--- config.mk ---
export PLATFORM = sky130hd
export DESIGN_NAME = bdc_config_regs
export DESIGN_NICKNAME = d
export VERILOG_FILES = /design/src/bdc_pkg.sv /design/src/bdc_config_regs.sv /design/src/bdc_frame_codec.sv
export VERILOG_INCLUDE_DIRS = /design/src /design/src/src
export SDC_FILE = /design/constraint.sdc
export NUM_CORES = 1
export LEC_CHECK = 0
export ABC_AREA = 1
export BUFFER_PORTS_ARGS = -buffer_cell sky130_fd_sc_hd__buf_2
export CORE_ASPECT_RATIO = 1.2
export CORE_MARGIN = 1
export CORE_UTILIZATION = 45
export CTS_CLUSTER_DIAMETER = 200
export DETAILED_ROUTE_END_ITERATION = 6
export GPL_TIMING_DRIVEN = 0
export PLACE_DENSITY = 0.78
export SETUP_SLACK_MARGIN = 0.3
export SLEW_MARGIN = 20
export SYNTH_ARGS = -nofsm -noshare
export SYNTH_HDL_FRONTEND = slang
export SYNTH_SLANG_ARGS = --single-unit
--- constraint.sdc ---
create_clock -name ref_clk -period 21.6 [get_ports ref_clk]
set_input_delay 4.32 -clock ref_clk [delete_from_list [all_inputs] [get_ports ref_clk]]
set_output_delay 4.32 -clock ref_clk [all_outputs]
set_load 0.01 [all_outputs]
--- src/bdc_map.svh ---
/*
  Register indices, field positions, reset values, frame layout and
  timing figures of the bridge driver configuration bank.
  Assumes a 50 MHz reference clock and 16-bit serial frames.
*/
// Functional notes
// - every frame holds an odd count of ones
// - verify time is code times 500 ns
// - dead time is code times 50 ns
// - codes 1,2 give 100 ns; zero disables
// - overcurrent threshold is (code+1) times 300 mV
// - low-side drain threshold is code times 50 mV
// - overcurrent qualifier: 0 debounce, 1 blanking
// - drain fault qualifier: 0 debounce, 1 blank
// - bridge disconnect is (code+1) times 2 V
// - high-side drain threshold is code times 50 mV
// - on-state load threshold (code+1) times 25 mV
// - drain check time is code times 100 ns
// - on-state load detect active when set
// - enable input watchdog active when set
// - test current 100 uA, 400 uA when set
// - regulator 8 V at 0, 13 V default
// - phase comparator threshold is code/64 of supply
// - offset code maps onto offset table, default 15
// - gain code maps onto gain table, default 35
// - write flag stores data, else returns contents
`ifndef BDC_MAP_SVH
`define BDC_MAP_SVH

// ----------------------------------------------------------------
// frame layout
// ----------------------------------------------------------------
`define BDC_FRM_ADDR_HI   15
`define BDC_FRM_ADDR_LO   12
`define BDC_FRM_WR        11
`define BDC_FRM_DATA_HI   10
`define BDC_FRM_DATA_LO   1
`define BDC_FRM_PAR       0
`define BDC_NUM_REGS      6

// ----------------------------------------------------------------
// register indices
// ----------------------------------------------------------------
`define BDC_IDX_TIMING    4'h0
`define BDC_IDX_OC_LS     4'h1
`define BDC_IDX_QUAL_HS   4'h2
`define BDC_IDX_OL_VERIFY 4'h3
`define BDC_IDX_LOAD_WD   4'h4
`define BDC_IDX_SENSE     4'h5

// ----------------------------------------------------------------
// reset values and writable masks
// ----------------------------------------------------------------
`define BDC_RST_TIMING    10'h3e0
`define BDC_RST_OC_LS     10'h258
`define BDC_RST_QUAL_HS   10'h018
`define BDC_RST_OL_VERIFY 10'h210
`define BDC_RST_LOAD_WD   10'h060
`define BDC_RST_SENSE     10'h0f5
`define BDC_MASK_FULL     10'h3ff
`define BDC_MASK_SENSE    10'h1f7

// ----------------------------------------------------------------
// field positions
// ----------------------------------------------------------------
`define BDC_F_HI4_HI      9
`define BDC_F_HI4_LO      6
`define BDC_F_LO6_HI      5
`define BDC_F_LO6_LO      0
`define BDC_F_BIT9        9
`define BDC_F_BIT8        8
`define BDC_F_BIT7        7
`define BDC_F_BIT6        6
`define BDC_F_VTB_HI      7
`define BDC_F_VTB_LO      6
`define BDC_F_SAO_HI      7
`define BDC_F_SAO_LO      4
`define BDC_F_SAG_HI      2
`define BDC_F_SAG_LO      0

// ----------------------------------------------------------------
// timing figures in ns
// ----------------------------------------------------------------
`define BDC_CLK_NS        20
`define BDC_OC_STEP_NS    500
`define BDC_DT_STEP_NS    50
`define BDC_DT_MIN_NS     100
`define BDC_VDS_STEP_NS   100

`endif

--- src/bdc_pkg.sv ---
/*
  Types shared by the configuration bank and its frame codec.
  Fixes its own widths and register count; the map header supplies the rest.
*/
package bdc_pkg;
  typedef logic [9:0]  bdc_cfg_t;
  typedef logic [15:0] bdc_frame_t;

  typedef struct packed {
    bdc_cfg_t [5:0] cfg;
    bdc_frame_t     resp_data;
    logic           resp_valid;
    logic           frame_error;
  } bdc_state_s;
endpackage

--- src/bdc_config_regs.sv ---
/*
  Configuration bank of a full-bridge gate driver: six 10-bit registers
  written and read through whole serial frames, decoded into fields and
  cycle counts for the protection logic.
  Assumes a serial engine on ref_clk hands over each frame as a pulse
  and shifts out the answer word; status bits come from the same clock.
*/
`include "bdc_map.svh"
module bdc_config_regs
  import bdc_pkg::*;
(
  input  wire logic        ref_clk,
  input  wire logic        rstn,
  input  wire logic        frame_valid,
  input  wire bdc_frame_t  frame_data,
  input  wire logic [14:0] status_word,
  output logic             resp_valid,
  output bdc_frame_t       resp_data,
  output logic             frame_error,
  output logic [3:0]       overcurrent_verify_time,
  output logic [5:0]       dead_time_code,
  output logic [3:0]       overcurrent_threshold_code,
  output logic [5:0]       lowside_vds_threshold,
  output logic             overcurrent_qualifier_mode,
  output logic             vds_qualifier_mode,
  output logic [1:0]       bridge_disconnect_threshold,
  output logic [5:0]       highside_vds_threshold,
  output logic [3:0]       onstate_load_threshold,
  output logic [5:0]       vds_check_time,
  output logic             onstate_load_detect_enable,
  output logic             enable_input_watchdog,
  output logic             offstate_test_current_sel,
  output logic             gate_regulator_level,
  output logic [5:0]       phase_comparator_threshold,
  output logic             offstate_load_detect_off,
  output logic [3:0]       sense_offset_sel,
  output logic [2:0]       sense_gain_sel,
  output logic [11:0]      sense_offset_mv,
  output logic [5:0]       sense_gain_value,
  output logic             dead_time_enable,
  output logic [7:0]       dead_time_cycles,
  output logic [8:0]       oc_verify_cycles,
  output logic [8:0]       vds_check_cycles
);
  logic       rst_meta;
  logic       rst_sync;
  bdc_state_s st;
  bdc_state_s next_st;
  logic       frame_ok;
  logic [3:0] addr;
  logic       wr;
  bdc_cfg_t   wdata;
  bdc_cfg_t   rd_mux;
  bdc_frame_t resp_word;

  // ----------------------------------------------------------------
  // functions
  // ----------------------------------------------------------------
  // least time rounds up to whole clocks
  function automatic logic [9:0] ns_to_cycles(input logic [5:0] code, input int step_ns);
    int ns;
    ns = int'(code) * step_ns;
    return 10'((ns + `BDC_CLK_NS - 1) / `BDC_CLK_NS);
  endfunction

  function automatic bdc_cfg_t wmask(input logic [3:0] idx);
    return (idx == `BDC_IDX_SENSE) ? `BDC_MASK_SENSE : `BDC_MASK_FULL;
  endfunction

  function automatic bdc_cfg_t reset_val(input int idx);
    case (idx)
      0:       return `BDC_RST_TIMING;
      1:       return `BDC_RST_OC_LS;
      2:       return `BDC_RST_QUAL_HS;
      3:       return `BDC_RST_OL_VERIFY;
      4:       return `BDC_RST_LOAD_WD;
      default: return `BDC_RST_SENSE;
    endcase
  endfunction

  // ----------------------------------------------------------------
  // reset release
  // ----------------------------------------------------------------
  always_ff @(posedge ref_clk or negedge rstn) begin
    if (!rstn) begin
      rst_meta <= 1'b0;
      rst_sync <= 1'b0;
    end else begin
      rst_meta <= 1'b1;
      rst_sync <= rst_meta;
    end
  end

  // ----------------------------------------------------------------
  // frame handling
  // ----------------------------------------------------------------
  bdc_frame_codec u_codec (
    .frame       (frame_data),
    .status_word (status_word),
    .read_data   (rd_mux),
    .frame_ok    (frame_ok),
    .addr        (addr),
    .wr          (wr),
    .wdata       (wdata),
    .resp_word   (resp_word)
  );

  // unmapped addresses answer with zero data
  assign rd_mux = (addr < 4'(`BDC_NUM_REGS)) ? st.cfg[addr[2:0]] : 10'h000;

  always_comb begin
    next_st             = st;
    next_st.resp_valid  = 1'b0;
    next_st.frame_error = 1'b0;
    if (frame_valid) begin
      next_st.resp_valid = 1'b1;
      next_st.resp_data  = resp_word;
      // a corrupted frame never reaches a register
      next_st.frame_error = !frame_ok;
      if (frame_ok && wr && addr < 4'(`BDC_NUM_REGS)) begin
        next_st.cfg[addr[2:0]] = wdata & wmask(addr);
      end
    end
  end

  always_ff @(posedge ref_clk or negedge rst_sync) begin
    if (!rst_sync) begin
      for (int i = 0; i < `BDC_NUM_REGS; i++) begin
        st.cfg[i] <= reset_val(i);
      end
      st.resp_data   <= 16'h0000;
      st.resp_valid  <= 1'b0;
      st.frame_error <= 1'b0;
    end else begin
      st <= next_st;
    end
  end

  // ----------------------------------------------------------------
  // field outputs
  // ----------------------------------------------------------------
  assign resp_valid  = st.resp_valid;
  assign resp_data   = st.resp_data;
  assign frame_error = st.frame_error;

  assign overcurrent_verify_time     = st.cfg[0][`BDC_F_HI4_HI:`BDC_F_HI4_LO];
  assign dead_time_code              = st.cfg[0][`BDC_F_LO6_HI:`BDC_F_LO6_LO];
  assign overcurrent_threshold_code  = st.cfg[1][`BDC_F_HI4_HI:`BDC_F_HI4_LO];
  assign lowside_vds_threshold       = st.cfg[1][`BDC_F_LO6_HI:`BDC_F_LO6_LO];
  assign overcurrent_qualifier_mode  = st.cfg[2][`BDC_F_BIT9];
  assign vds_qualifier_mode          = st.cfg[2][`BDC_F_BIT8];
  assign bridge_disconnect_threshold = st.cfg[2][`BDC_F_VTB_HI:`BDC_F_VTB_LO];
  assign highside_vds_threshold      = st.cfg[2][`BDC_F_LO6_HI:`BDC_F_LO6_LO];
  assign onstate_load_threshold      = st.cfg[3][`BDC_F_HI4_HI:`BDC_F_HI4_LO];
  assign vds_check_time              = st.cfg[3][`BDC_F_LO6_HI:`BDC_F_LO6_LO];
  assign onstate_load_detect_enable  = st.cfg[4][`BDC_F_BIT9];
  assign enable_input_watchdog       = st.cfg[4][`BDC_F_BIT8];
  assign offstate_test_current_sel   = st.cfg[4][`BDC_F_BIT7];
  assign gate_regulator_level        = st.cfg[4][`BDC_F_BIT6];
  assign phase_comparator_threshold  = st.cfg[4][`BDC_F_LO6_HI:`BDC_F_LO6_LO];
  assign offstate_load_detect_off    = st.cfg[5][`BDC_F_BIT8];
  assign sense_offset_sel            = st.cfg[5][`BDC_F_SAO_HI:`BDC_F_SAO_LO];
  assign sense_gain_sel              = st.cfg[5][`BDC_F_SAG_HI:`BDC_F_SAG_LO];

  always_comb begin
    case (sense_offset_sel)
      4'h0, 4'h1: sense_offset_mv = 12'h000;
      4'h2, 4'h3: sense_offset_mv = 12'h064;
      4'h4:       sense_offset_mv = 12'h0c8;
      4'h5:       sense_offset_mv = 12'h12c;
      4'h6:       sense_offset_mv = 12'h190;
      4'h7:       sense_offset_mv = 12'h1f4;
      4'h8:       sense_offset_mv = 12'h2ee;
      4'h9:       sense_offset_mv = 12'h3e8;
      4'ha:       sense_offset_mv = 12'h4e2;
      4'hb:       sense_offset_mv = 12'h5dc;
      4'hc:       sense_offset_mv = 12'h6d6;
      4'hd:       sense_offset_mv = 12'h7d0;
      4'he:       sense_offset_mv = 12'h8ca;
      default:    sense_offset_mv = 12'h9c4;
    endcase
  end

  // gain steps of five, top step ten
  assign sense_gain_value = (sense_gain_sel == 3'h7) ? 6'h32
                          : 6'(6'h0a + 6'(sense_gain_sel) * 6'h05);

  // ----------------------------------------------------------------
  // cycle counts
  // ----------------------------------------------------------------
  // zero disables, short codes floor
  assign dead_time_enable = (dead_time_code != 6'h00);
  assign dead_time_cycles = (dead_time_code == 6'h00) ? 8'h00
                          : (dead_time_code <= 6'h02)
                          ? 8'(ns_to_cycles(6'h01, `BDC_DT_MIN_NS))
                          : 8'(ns_to_cycles(dead_time_code, `BDC_DT_STEP_NS));
  assign oc_verify_cycles = 9'(ns_to_cycles(6'(overcurrent_verify_time), `BDC_OC_STEP_NS));
  assign vds_check_cycles = 9'(ns_to_cycles(vds_check_time, `BDC_VDS_STEP_NS));
endmodule

--- src/bdc_frame_codec.sv ---
/*
  Frame codec: parity check and field split of an incoming frame, and
  assembly of the answer word with its parity bit.
  Assumes frames arrive whole from a serial engine on the same clock.
*/
`include "bdc_map.svh"
module bdc_frame_codec
  import bdc_pkg::*;
(
  input  wire bdc_frame_t  frame,
  input  wire logic [14:0] status_word,
  input  wire bdc_cfg_t    read_data,
  output logic             frame_ok,
  output logic [3:0]       addr,
  output logic             wr,
  output bdc_cfg_t         wdata,
  output bdc_frame_t       resp_word
);
  logic [14:0] body;

  // ----------------------------------------------------------------
  // decode
  // ----------------------------------------------------------------
  // odd count check
  assign frame_ok = ^frame;
  assign addr     = frame[`BDC_FRM_ADDR_HI:`BDC_FRM_ADDR_LO];
  assign wr       = frame[`BDC_FRM_WR];
  assign wdata    = frame[`BDC_FRM_DATA_HI:`BDC_FRM_DATA_LO];

  // ----------------------------------------------------------------
  // answer
  // ----------------------------------------------------------------
  // read returns contents
  assign body = (wr && frame_ok) ? status_word : {status_word[14:10], read_data};
  assign resp_word = {body, ~(^body)};
endmodule

# Yosys cells after proc, flatten, opt, wreduce, memory -nomap -nowiden
# Memories as Yosys holds them, arrays and structs flattened.
# Cells that the tools add are included.
# word_totals
memories	1
output_inout_bits	121
romBits	176
ff_bits	80
# classes
div	3
n_eq_ne	2
mul	4
order_cmp	4
n_bitwise	2
mux	12
add_sub_neg	7
n_reduce_logical	9
# mem_list
name	words	width	read_ports	rd_ports_with_merged_regs	wr	line	text
(no name shown)	16	11	1	0	0	bdc_config_regs.sv:166	case (sense_offset_sel)
# ops
operator	count
$div A32 B6 Y32 const B	3
$bwmux W60	1
$mux W10	5
$bmux W10 S3	1
$demux W10 S3	1
$sub A14 B1 Y15 const B	2
$add A13 B5 Y14 const B	2
$mul A6 B5 Y11 const B	2
$mux W8	2
$reduce_xor A16 Y1	1
$reduce_xor A15 Y1	1
$sub A13 B1 Y14 const B	1
$add A12 B5 Y13 const B	1
$mul A4 B7 Y11 const B	1
$and A10 B10 Y10	1
$add A4 B6 Y6 const A	1
$le A6 B2 Y1 const B	1
$logic_not A6 Y1	1
$mul A3 B3 Y6 const B	1
$mux W6	1
$reduce_bool A6 Y1	1
$eq A4 B3 Y1 const B	1
$lt A3 B4 Y1 const B	1
$lt A4 B3 Y1 const B	1
7 further kinds	9

# Logic depth before layout (Yosys ltp)
# Gate-level depths: netlist (run 1).
# depth
depth_word	6
ltp_mapped	57
ltp_nobuf	57

# Hierarchy
# From an unflattened synthesis (run 1), not the netlist that was laid out.
# unflattened
cells_unflattened	1652
hier_area_um2	10735.3
# by_module_without_submodules
module	n_inst	area_each_um2	cells_per_inst	seq_area_each_um2
bdc_config_regs	1	9645.5	1425	2028.2
bdc_frame_codec	1	1089.8	227	0.0

# Least setup slack after synthesis (run 1)
# OpenSTA, ideal clock, no wires.
# synth_timing
path_type	reg-to-output
start	reg st, in the netlist vds_check_time[1]
end	out vds_check_cycles[0]
slack_ps	11015
t_arrival_ps	6265
stages_incl_launch_ff	48
cell_sequence	dfrtp_1 inv_1 ha_1 inv_1 ha_1 ha_1 fa_1 xnor2_1 nor3b_2 xnor2_1 inv_1 nor3_1 o21ai_0 ha_1 o2111ai_1 nand2_1 nand2_2 o21ai_2 [12 not listed] nand3_1 nand3_2 nand2_1 nand3_2 nand2_4 nand2_2 nand2_2 nand3_2 nand2_2 nand2_1 nand2_2 inv_2 nand2_2 nand2_2 nand2_1 nand2_1 nand2_1 nand4_1
# synth_between
elab_chain_len	4
# synth_rtl
item	line	text
start: declaration	bdc_config_regs.sv:47	bdc_state_s st;
start signal: assignment	bdc_config_regs.sv:135	st <= next_st;
$mul A6 B5 Y11	bdc_config_regs.sv:62	ns = int'(code) * step_ns;
$add A13 B5 Y14 (no source line)	n/a	
$sub A14 B1 Y15	bdc_config_regs.sv:63	return 10'((ns + `BDC_CLK_NS - 1) / `BDC_CLK_NS);
$div A32 B6 Y32 (no source line)	n/a	
end: declaration	bdc_config_regs.sv:43	output logic [8:0] vds_check_cycles
# No other way between the ends.

# Final worst setup path (run 1)
# Ends and elaborated chain as after synthesis.

==> results of run 1 <==
[Yosys cell counts, drive strengths merged, types with 2 or more instances]
library cell / instances
a31oi: 3
a41oi: 6
nand3: 126
xor2: 35
mux2: 6
nand3b: 3
or2: 9
o221ai: 2
xnor2: 29
nand2: 436
o21ai: 98
o211ai: 18
a21oi: 28
inv: 207
dfrtp: 59
clkbuf: 22
o21a: 4
conb: 2
a21boi: 2
dfstp: 21
ha: 96
fa: 9
nand4: 26
nor2: 96
nor3: 7
o2111ai: 3
buf: 69
[sequential cells by signal (all words and copies together), names as in the netlist, 2 cells and up]
signal	cells
sense_offset_sel	4
overcurrent_threshold_code	4
dead_time_code	6
st	2
overcurrent_verify_time	4
highside_vds_threshold	6
bridge_disconnect_threshold	2
vds_check_time	6
lowside_vds_threshold	6
onstate_load_threshold	4
sense_gain_sel	3
resp_data	16
phase_comparator_threshold	6
[stage by stage]
stage          std cells  hold slack (ns)  cell area [um^2]
6_report            1874            0.327             11300
5_1_grt             1874            0.355             11300
2_1_floorplan       1430            0.331              9900
3_5_place_dp        1858            0.340             11000
4_1_cts             1874            0.353             11300
3_3_place_gp        1857            0.335             11000
[worst max path at each step]
stage | from | endpoint | slack [ns] | cells past startpoint
final | vds_check_time[1]$_DFFE_PN0P_ | vds_check_cycles[0] | 9.66 | 48
after global routing | vds_check_time[1]$_DFFE_PN0P_ | vds_check_cycles[0] | 8.95 | 46
after floorplan | vds_check_time[1]$_DFFE_PN0P_ | vds_check_cycles[0] | 11.01 | 47
after CTS | vds_check_time[1]$_DFFE_PN0P_ | vds_check_cycles[0] | 9.66 | 48
after global placement | vds_check_time[1]$_DFFE_PN0P_ | vds_check_cycles[0] | 10.20 | 48
after detailed placement | vds_check_time[1]$_DFFE_PN0P_ | vds_check_cycles[0] | 10.04 | 48
[per-layer routing]
layer / vias up / part of all wire (%) / routed length [um] / GRT usage [%]
met5: - / 0 / 0 / 0
met1: 4294 / 43 / 10600 / 26.6
met4: 0 / 3.9 / 971 / 9.99
met2: 259 / 48 / 11900 / 39.8
li1: 4835 / - / - / -
met3: 65 / 5.3 / 1310 / 2.85
[worst max-delay path, delay by kind of cell (launching register included)]
family / cells / cell delay, ns
AOI/OAI and AO/OA: 3 / 0.63
xor gates and xnor gates: 2 / 0.64
and+or+nand+nor: 32 / 3.05
DFF: 1 / 0.54
adders and majority gates: 5 / 1.68
buffers and inverters: 6 / 0.72
[final cells by class]
| type | count | area (um^2) | area share (%) |
|---|---|---|---|
| clock buffer | 14 | 264 | 2.33 |
| multi-input combinational | 1051 | 6490 | 57.3 |
| sequential | 80 | 2030 | 17.9 |
| tap | 274 | 343 | 3.03 |
| timing repair buffer | 154 | 786 | 6.94 |
| clock inverter | 2 | 37.5 | 0.331 |
| inverter | 208 | 781 | 6.89 |
| buffer | 91 | 597 | 5.27 |
[cells by family (layout without fill, tap and decap cells)]
kind of cell	count (synthesis)	in the layout
flip-flops	80	80
XOR/XNOR	64	64
multiplexers	6	6
AO/OA/AOI/OAI	169	169
AND/OR/NAND/NOR	705	705
adder cells (fa/ha/maj)	105	105
other	2	2
buffers and inverters	299	469
==> impl_metrics.csv, run 1 <==
group,metric,value,unit
run_status,outcome,"finished, final reports clean",
sta,min_period,11.94,ns
finish,nNetsFinal,1734,
clocking,path_clk_slew,0.06,ns
worst_setup_path,cp.arrival,7.62,ns
die,die_area,22600,um^2
clocking,cts_inserted_buffers,9,
die,fp.dieH,164,um
worst_setup_path,worst_setup_path_end_kind,"output pin",
die,die_w,137,um
worst_setup_path,critical-path-slowest-cell,"dfrtp_1",
sta,final_max_slew_viol_count,0,
synthesis,synthDistinctLibCells,56,
job,cap_viol_max_count,0,
worst_setup_path,path_max_fanout,7,
worst_setup_path,critPathLaunchType,"flip-flop",
worst_setup_path,worstReg2RegEnd,"resp_data[0]$_DFFE_PN0P_",
synthesis,netlist.area_leader.share,14.9,%
die,core,21600,um^2
finish,syn_to_final_growth,14.5,%
sta,rsz0062_at_grt,"no",
clocking,cts_tree,"yes",
detailed_routing,drt_iter0_drc,495,
place,dp_slack,10.04,ns
die,ios,155,
synthesis,synth_nets,1569,
synthesis,synth_area_per_cell,6.92,um^2
clocking,cts.sinks,80,
synthesis,synth_xor_xnor_area_share,5.97,%
synthesis,synth-compound-area-share,10.1,%
synthesis,yosys.area.top_type,"dfrtp_1",
finish,n_antenna_cell,0,
synthesis,synthMuxAreaShare,0.683,%
detailed_routing,wire_per_inst,13.2,um
worst_setup_path,cpPeakStageDelay,0.54,ns
grt,grt_pass1_vias,8882,
detailed_routing,drtPass1Iterations,6,
finish,fillCellCount,2078,
worst_setup_path,worst_r2r_path_depth,10,
sta,tightest_slew,0.878,ns
place,post-dp-hpwl,20.2,mm
synthesis,synthAdderAreaFrac,14.0,%
synthesis,yosys.area_share.simple,34.8,%
hold_path,hp-class,"reg -> async",
synthesis,synth_top_family_by_area,"simple AND/OR/NAND/NOR gates",
sta,finClkSkew,0.00737,ns
clocking,cts.htree.levels,3,
synthesis,syn_area,9900,um^2
clocking,clk_latency,0.34,ns
grt,grt_max_degree,44,
clocking,cts_resized,0,
sta,fin_crit_sh,55.3,%
detailed_routing,wl,24.8,mm
place,port_buffers,153,
finish,most-common-layout-cells,"367 x nand2_1, 165 x inv_1, 153 x buf_2",
worst_setup_path,setup.worst_path.class,"reg -> out",
worst_setup_path,cp_common_cell,"nand2_1",
synthesis,synthArstFlopShare,100,%
synthesis,ys_seq_area_share,20.5,%
grt,grt.overflow.total,0,
worst_setup_path,r2r_slack,19.04,ns
detailed_routing,vias,9453,
grt,grt_pass1_wl,40.6,mm
sta,setup_slack,9.66,ns
grt,antenna_found_initial,0,
detailed_routing,avgViaCountPerCell,5.04,
clocking,clockRootBuffer,"clkbuf_16",
finish,fin_util,52.4,%
clocking,cts-hold-fix-buffers,0,
sta,fmax,0.0837,GHz
finish,final_common_cell,"nand2_1",
synthesis,ys_ff_latch,80,
finish,drive_gt1_share,27.6,%
synthesis,yosys-top-cells-area,"dfrtp_1 15%, nand2_1 14%, ha_1 12%",
sta,finalSetupViolations,0,
die,num_rows,59,
detailed_routing,drc,0,
worst_setup_path,critPathRequiredTime,17.28,ns
sta,max-slew-margin-rel,40.9,%
grt,grt.total_usage,22.3,%
die,start_util,45.8,%
sta,final-hold-violation-count,0,
clocking,cts_buffer_depth,2,
synthesis,synth_edf_count,0,
place,gp_congestion,0.945,
clocking,cts_setup_buffers,0,
synthesis,synth_cells,1430,
worst_setup_path,timing.rr.start,"vds_check_time[2]$_DFFE_PN0P_",
detailed_routing,ant_nets,0,
synthesis,ys_warn_count,0,
sta,fin_tns_setup,0,ns
synthesis,dominantRegCellSynth,"dfrtp_1",
Power of run 1 is left out: the tool's default activity adds up to more than one toggle a clock period on the data nets, which glitch-free logic cannot reach.
==> run 2, diff against run 1 <==
--- a/config.mk
+++ b/config.mk
@@ -14,7 +14,7 @@
 export CTS_CLUSTER_DIAMETER = 200
 export DETAILED_ROUTE_END_ITERATION = 6
 export GPL_TIMING_DRIVEN = 0
-export PLACE_DENSITY = 0.78
+export PLACE_DENSITY = 0.8
 export SETUP_SLACK_MARGIN = 0.3
 export SLEW_MARGIN = 20
 export SYNTH_ARGS = -nofsm -noshare
==> constraint.sdc (replaced) <==
create_clock -name ref_clk -period 10.57 [get_ports ref_clk]
set_input_delay 2.114 -clock ref_clk [delete_from_list [all_inputs] [get_ports ref_clk]]
set_output_delay 2.114 -clock ref_clk [all_outputs]
set_load 0.01 [all_outputs]
==> impl_metrics.csv, run 2 (same netlist as run 1, synthesis figures left out) <==
group,metric,value,unit
run_status,outcome,"finished, final reports clean",
detailed_routing,drt_iter0_drc,581,
worst_setup_path,worst_r2r_path_depth,10,
sta,max-slew-margin-rel,38.4,%
worst_setup_path,setup.worst_path.class,"reg -> out",
hold_path,hp-class,"reg -> async",
job,cap_viol_max_count,0,
detailed_routing,wl,24.9,mm
die,num_rows,59,
clocking,cts_buffer_depth,2,
die,start_util,45.8,%
sta,final-hold-violation-count,0,
sta,fmax,0.105,GHz
worst_setup_path,critPathLaunchType,"flip-flop",
sta,finalSetupViolations,0,
clocking,path_clk_slew,0.06,ns
place,gp_congestion,0.933,
place,port_buffers,153,
finish,final_common_cell,"nand2_1",
detailed_routing,avgViaCountPerCell,5.07,
detailed_routing,drc,0,
detailed_routing,ant_nets,0,
clocking,cts_tree,"yes",
clocking,cts.htree.levels,3,
sta,final_max_slew_viol_count,0,
detailed_routing,vias,9498,
clocking,cts_resized,0,
worst_setup_path,worst_setup_path_end_kind,"output pin",
sta,tightest_slew,0.914,ns
finish,nNetsFinal,1734,
grt,grt.total_usage,22.1,%
worst_setup_path,crit_end,"vds_check_cycles[0]",
die,die_w,137,um
clocking,clockRootBuffer,"clkbuf_16",
clocking,cts_inserted_buffers,9,
detailed_routing,wire_per_inst,13.3,um
grt,antenna_found_initial,0,
worst_setup_path,cp.arrival,7.43,ns
worst_setup_path,worstReg2RegEnd,"resp_data[0]$_DFFE_PN0P_",
die,fp.dieH,164,um
detailed_routing,drtPass1Iterations,5,
worst_setup_path,cpPeakStageDelay,0.61,ns
clocking,cts-hold-fix-buffers,0,
place,post-dp-hpwl,20.4,mm
worst_setup_path,cp_common_cell,"nand2_1",
finish,drive_gt1_share,27.9,%
die,die_area,22600,um^2
sta,finClkSkew,0.0108,ns
grt,grt_pass1_wl,40.1,mm
worst_setup_path,critPathRequiredTime,8.46,ns
die,ios,155,
sta,min_period,9.55,ns
grt,grt_pass1_vias,8742,
clocking,cts.sinks,80,
worst_setup_path,path_max_fanout,7,
finish,largest_reg_flops,16,
worst_setup_path,r2r_slack,8.09,ns
finish,most-common-layout-cells,"367 x nand2_1, 165 x inv_1, 153 x buf_2",
sta,fin_crit_sh,90.3,%
clocking,cts_setup_buffers,0,
clocking,clk_latency,0.34,ns
worst_setup_path,critical-path-slowest-cell,"fa_1",
sta,rsz0062_at_grt,"no",
sta,fin_tns_setup,0,ns
finish,syn_to_final_growth,14.8,%
finish,top_register,"resp_data",
die,core,21600,um^2
grt,grt.overflow.total,0,
grt,grt_max_degree,49,
finish,n_antenna_cell,0,
worst_setup_path,timing.rr.start,"vds_check_time[2]$_DFFE_PN0P_",
worst_setup_path,cp-startpoint,"vds_check_time[1]$_DFFE_PN0P_",
run 2: changes by cell type in the layout (fill, tap and decap cells not counted), sizes merged:
| cell | previous run | this run |
|---|---|---|
| bufinv | 1 | 2 |
| inv | 207 | 208 |
| clkbuf | 36 | 33 |
| clkinvlp | 1 | 0 |
| clkinv | 1 | 3 |
run 2: stage by stage:
step / area (um^2) / hold WS [ns] / instances / setup slack, ns / util, %
floorplan: 9900 / 0.331 / 1430 / 2.19 / -
global placement: 11000 / 0.336 / 1857 / 1.38 / 50.9
detailed placement: 11000 / 0.356 / 1858 / 1.14 / 51.0
CTS: 11300 / 0.374 / 1874 / 0.754 / 52.5
global route: 11400 / 0.381 / 1874 / 0.338 / 52.5
finish: 11400 / 0.368 / 1874 / 1.02 / 52.5
run 2: area by class of cell:
cell class / instances / area, um^2
tap: 274 / 343
sequential: 80 / 2030
timing repair buffer: 154 / 786
buffer: 91 / 597
clock buffer: 11 / 243
fill: 2111 / 10300
multi-input combinational: 1051 / 6500
clock inverter: 5 / 78.8
inverter: 208 / 781
run 2: worst min-delay path by stage:
stage	from	end	slack [ns]	cells after the start
CTS	rst_meta$_DFF_PN0_	rst_sync$_DFF_PN0_	0.37	0
finish	rst_sync$_DFF_PN0_	offstate_test_current_sel$_DFFE_PN0P_	0.37	0
detailed placement	rst_meta$_DFF_PN0_	rst_sync$_DFF_PN0_	0.36	0
global route	rst_meta$_DFF_PN0_	rst_sync$_DFF_PN0_	0.38	0
floorplan	rst_meta$_DFF_PN0_	rst_sync$_DFF_PN0_	0.33	0
global placement	rst_meta$_DFF_PN0_	rst_sync$_DFF_PN0_	0.34	0
run 2: critical path: cells and delay by family, from the launching register on:
| family | cells | cell delay, ns |
|---|---|---|
| xor gates and xnor gates | 1 | 0.29 |
| buffers and inverters | 6 | 0.68 |
| DFF | 1 | 0.47 |
| and+or+nand+nor | 34 | 3.30 |
| AOI/OAI and AO/OA | 3 | 0.53 |
| adders and majority gates | 5 | 1.81 |
run 2: layer usage:
| metal | up-vias | global-route usage, % | routed length [um] |
|---|---|---|---|
| li1 | 4858 | - | - |
| met1 | 4345 | 26.5 | 10600 |
| met2 | 245 | 40.2 | 12400 |
| met3 | 50 | 2.24 | 1050 |
| met4 | 0 | 8.29 | 758 |
| met5 | - | 0 | 0 |
Power of run 2 is left out for the same reason.
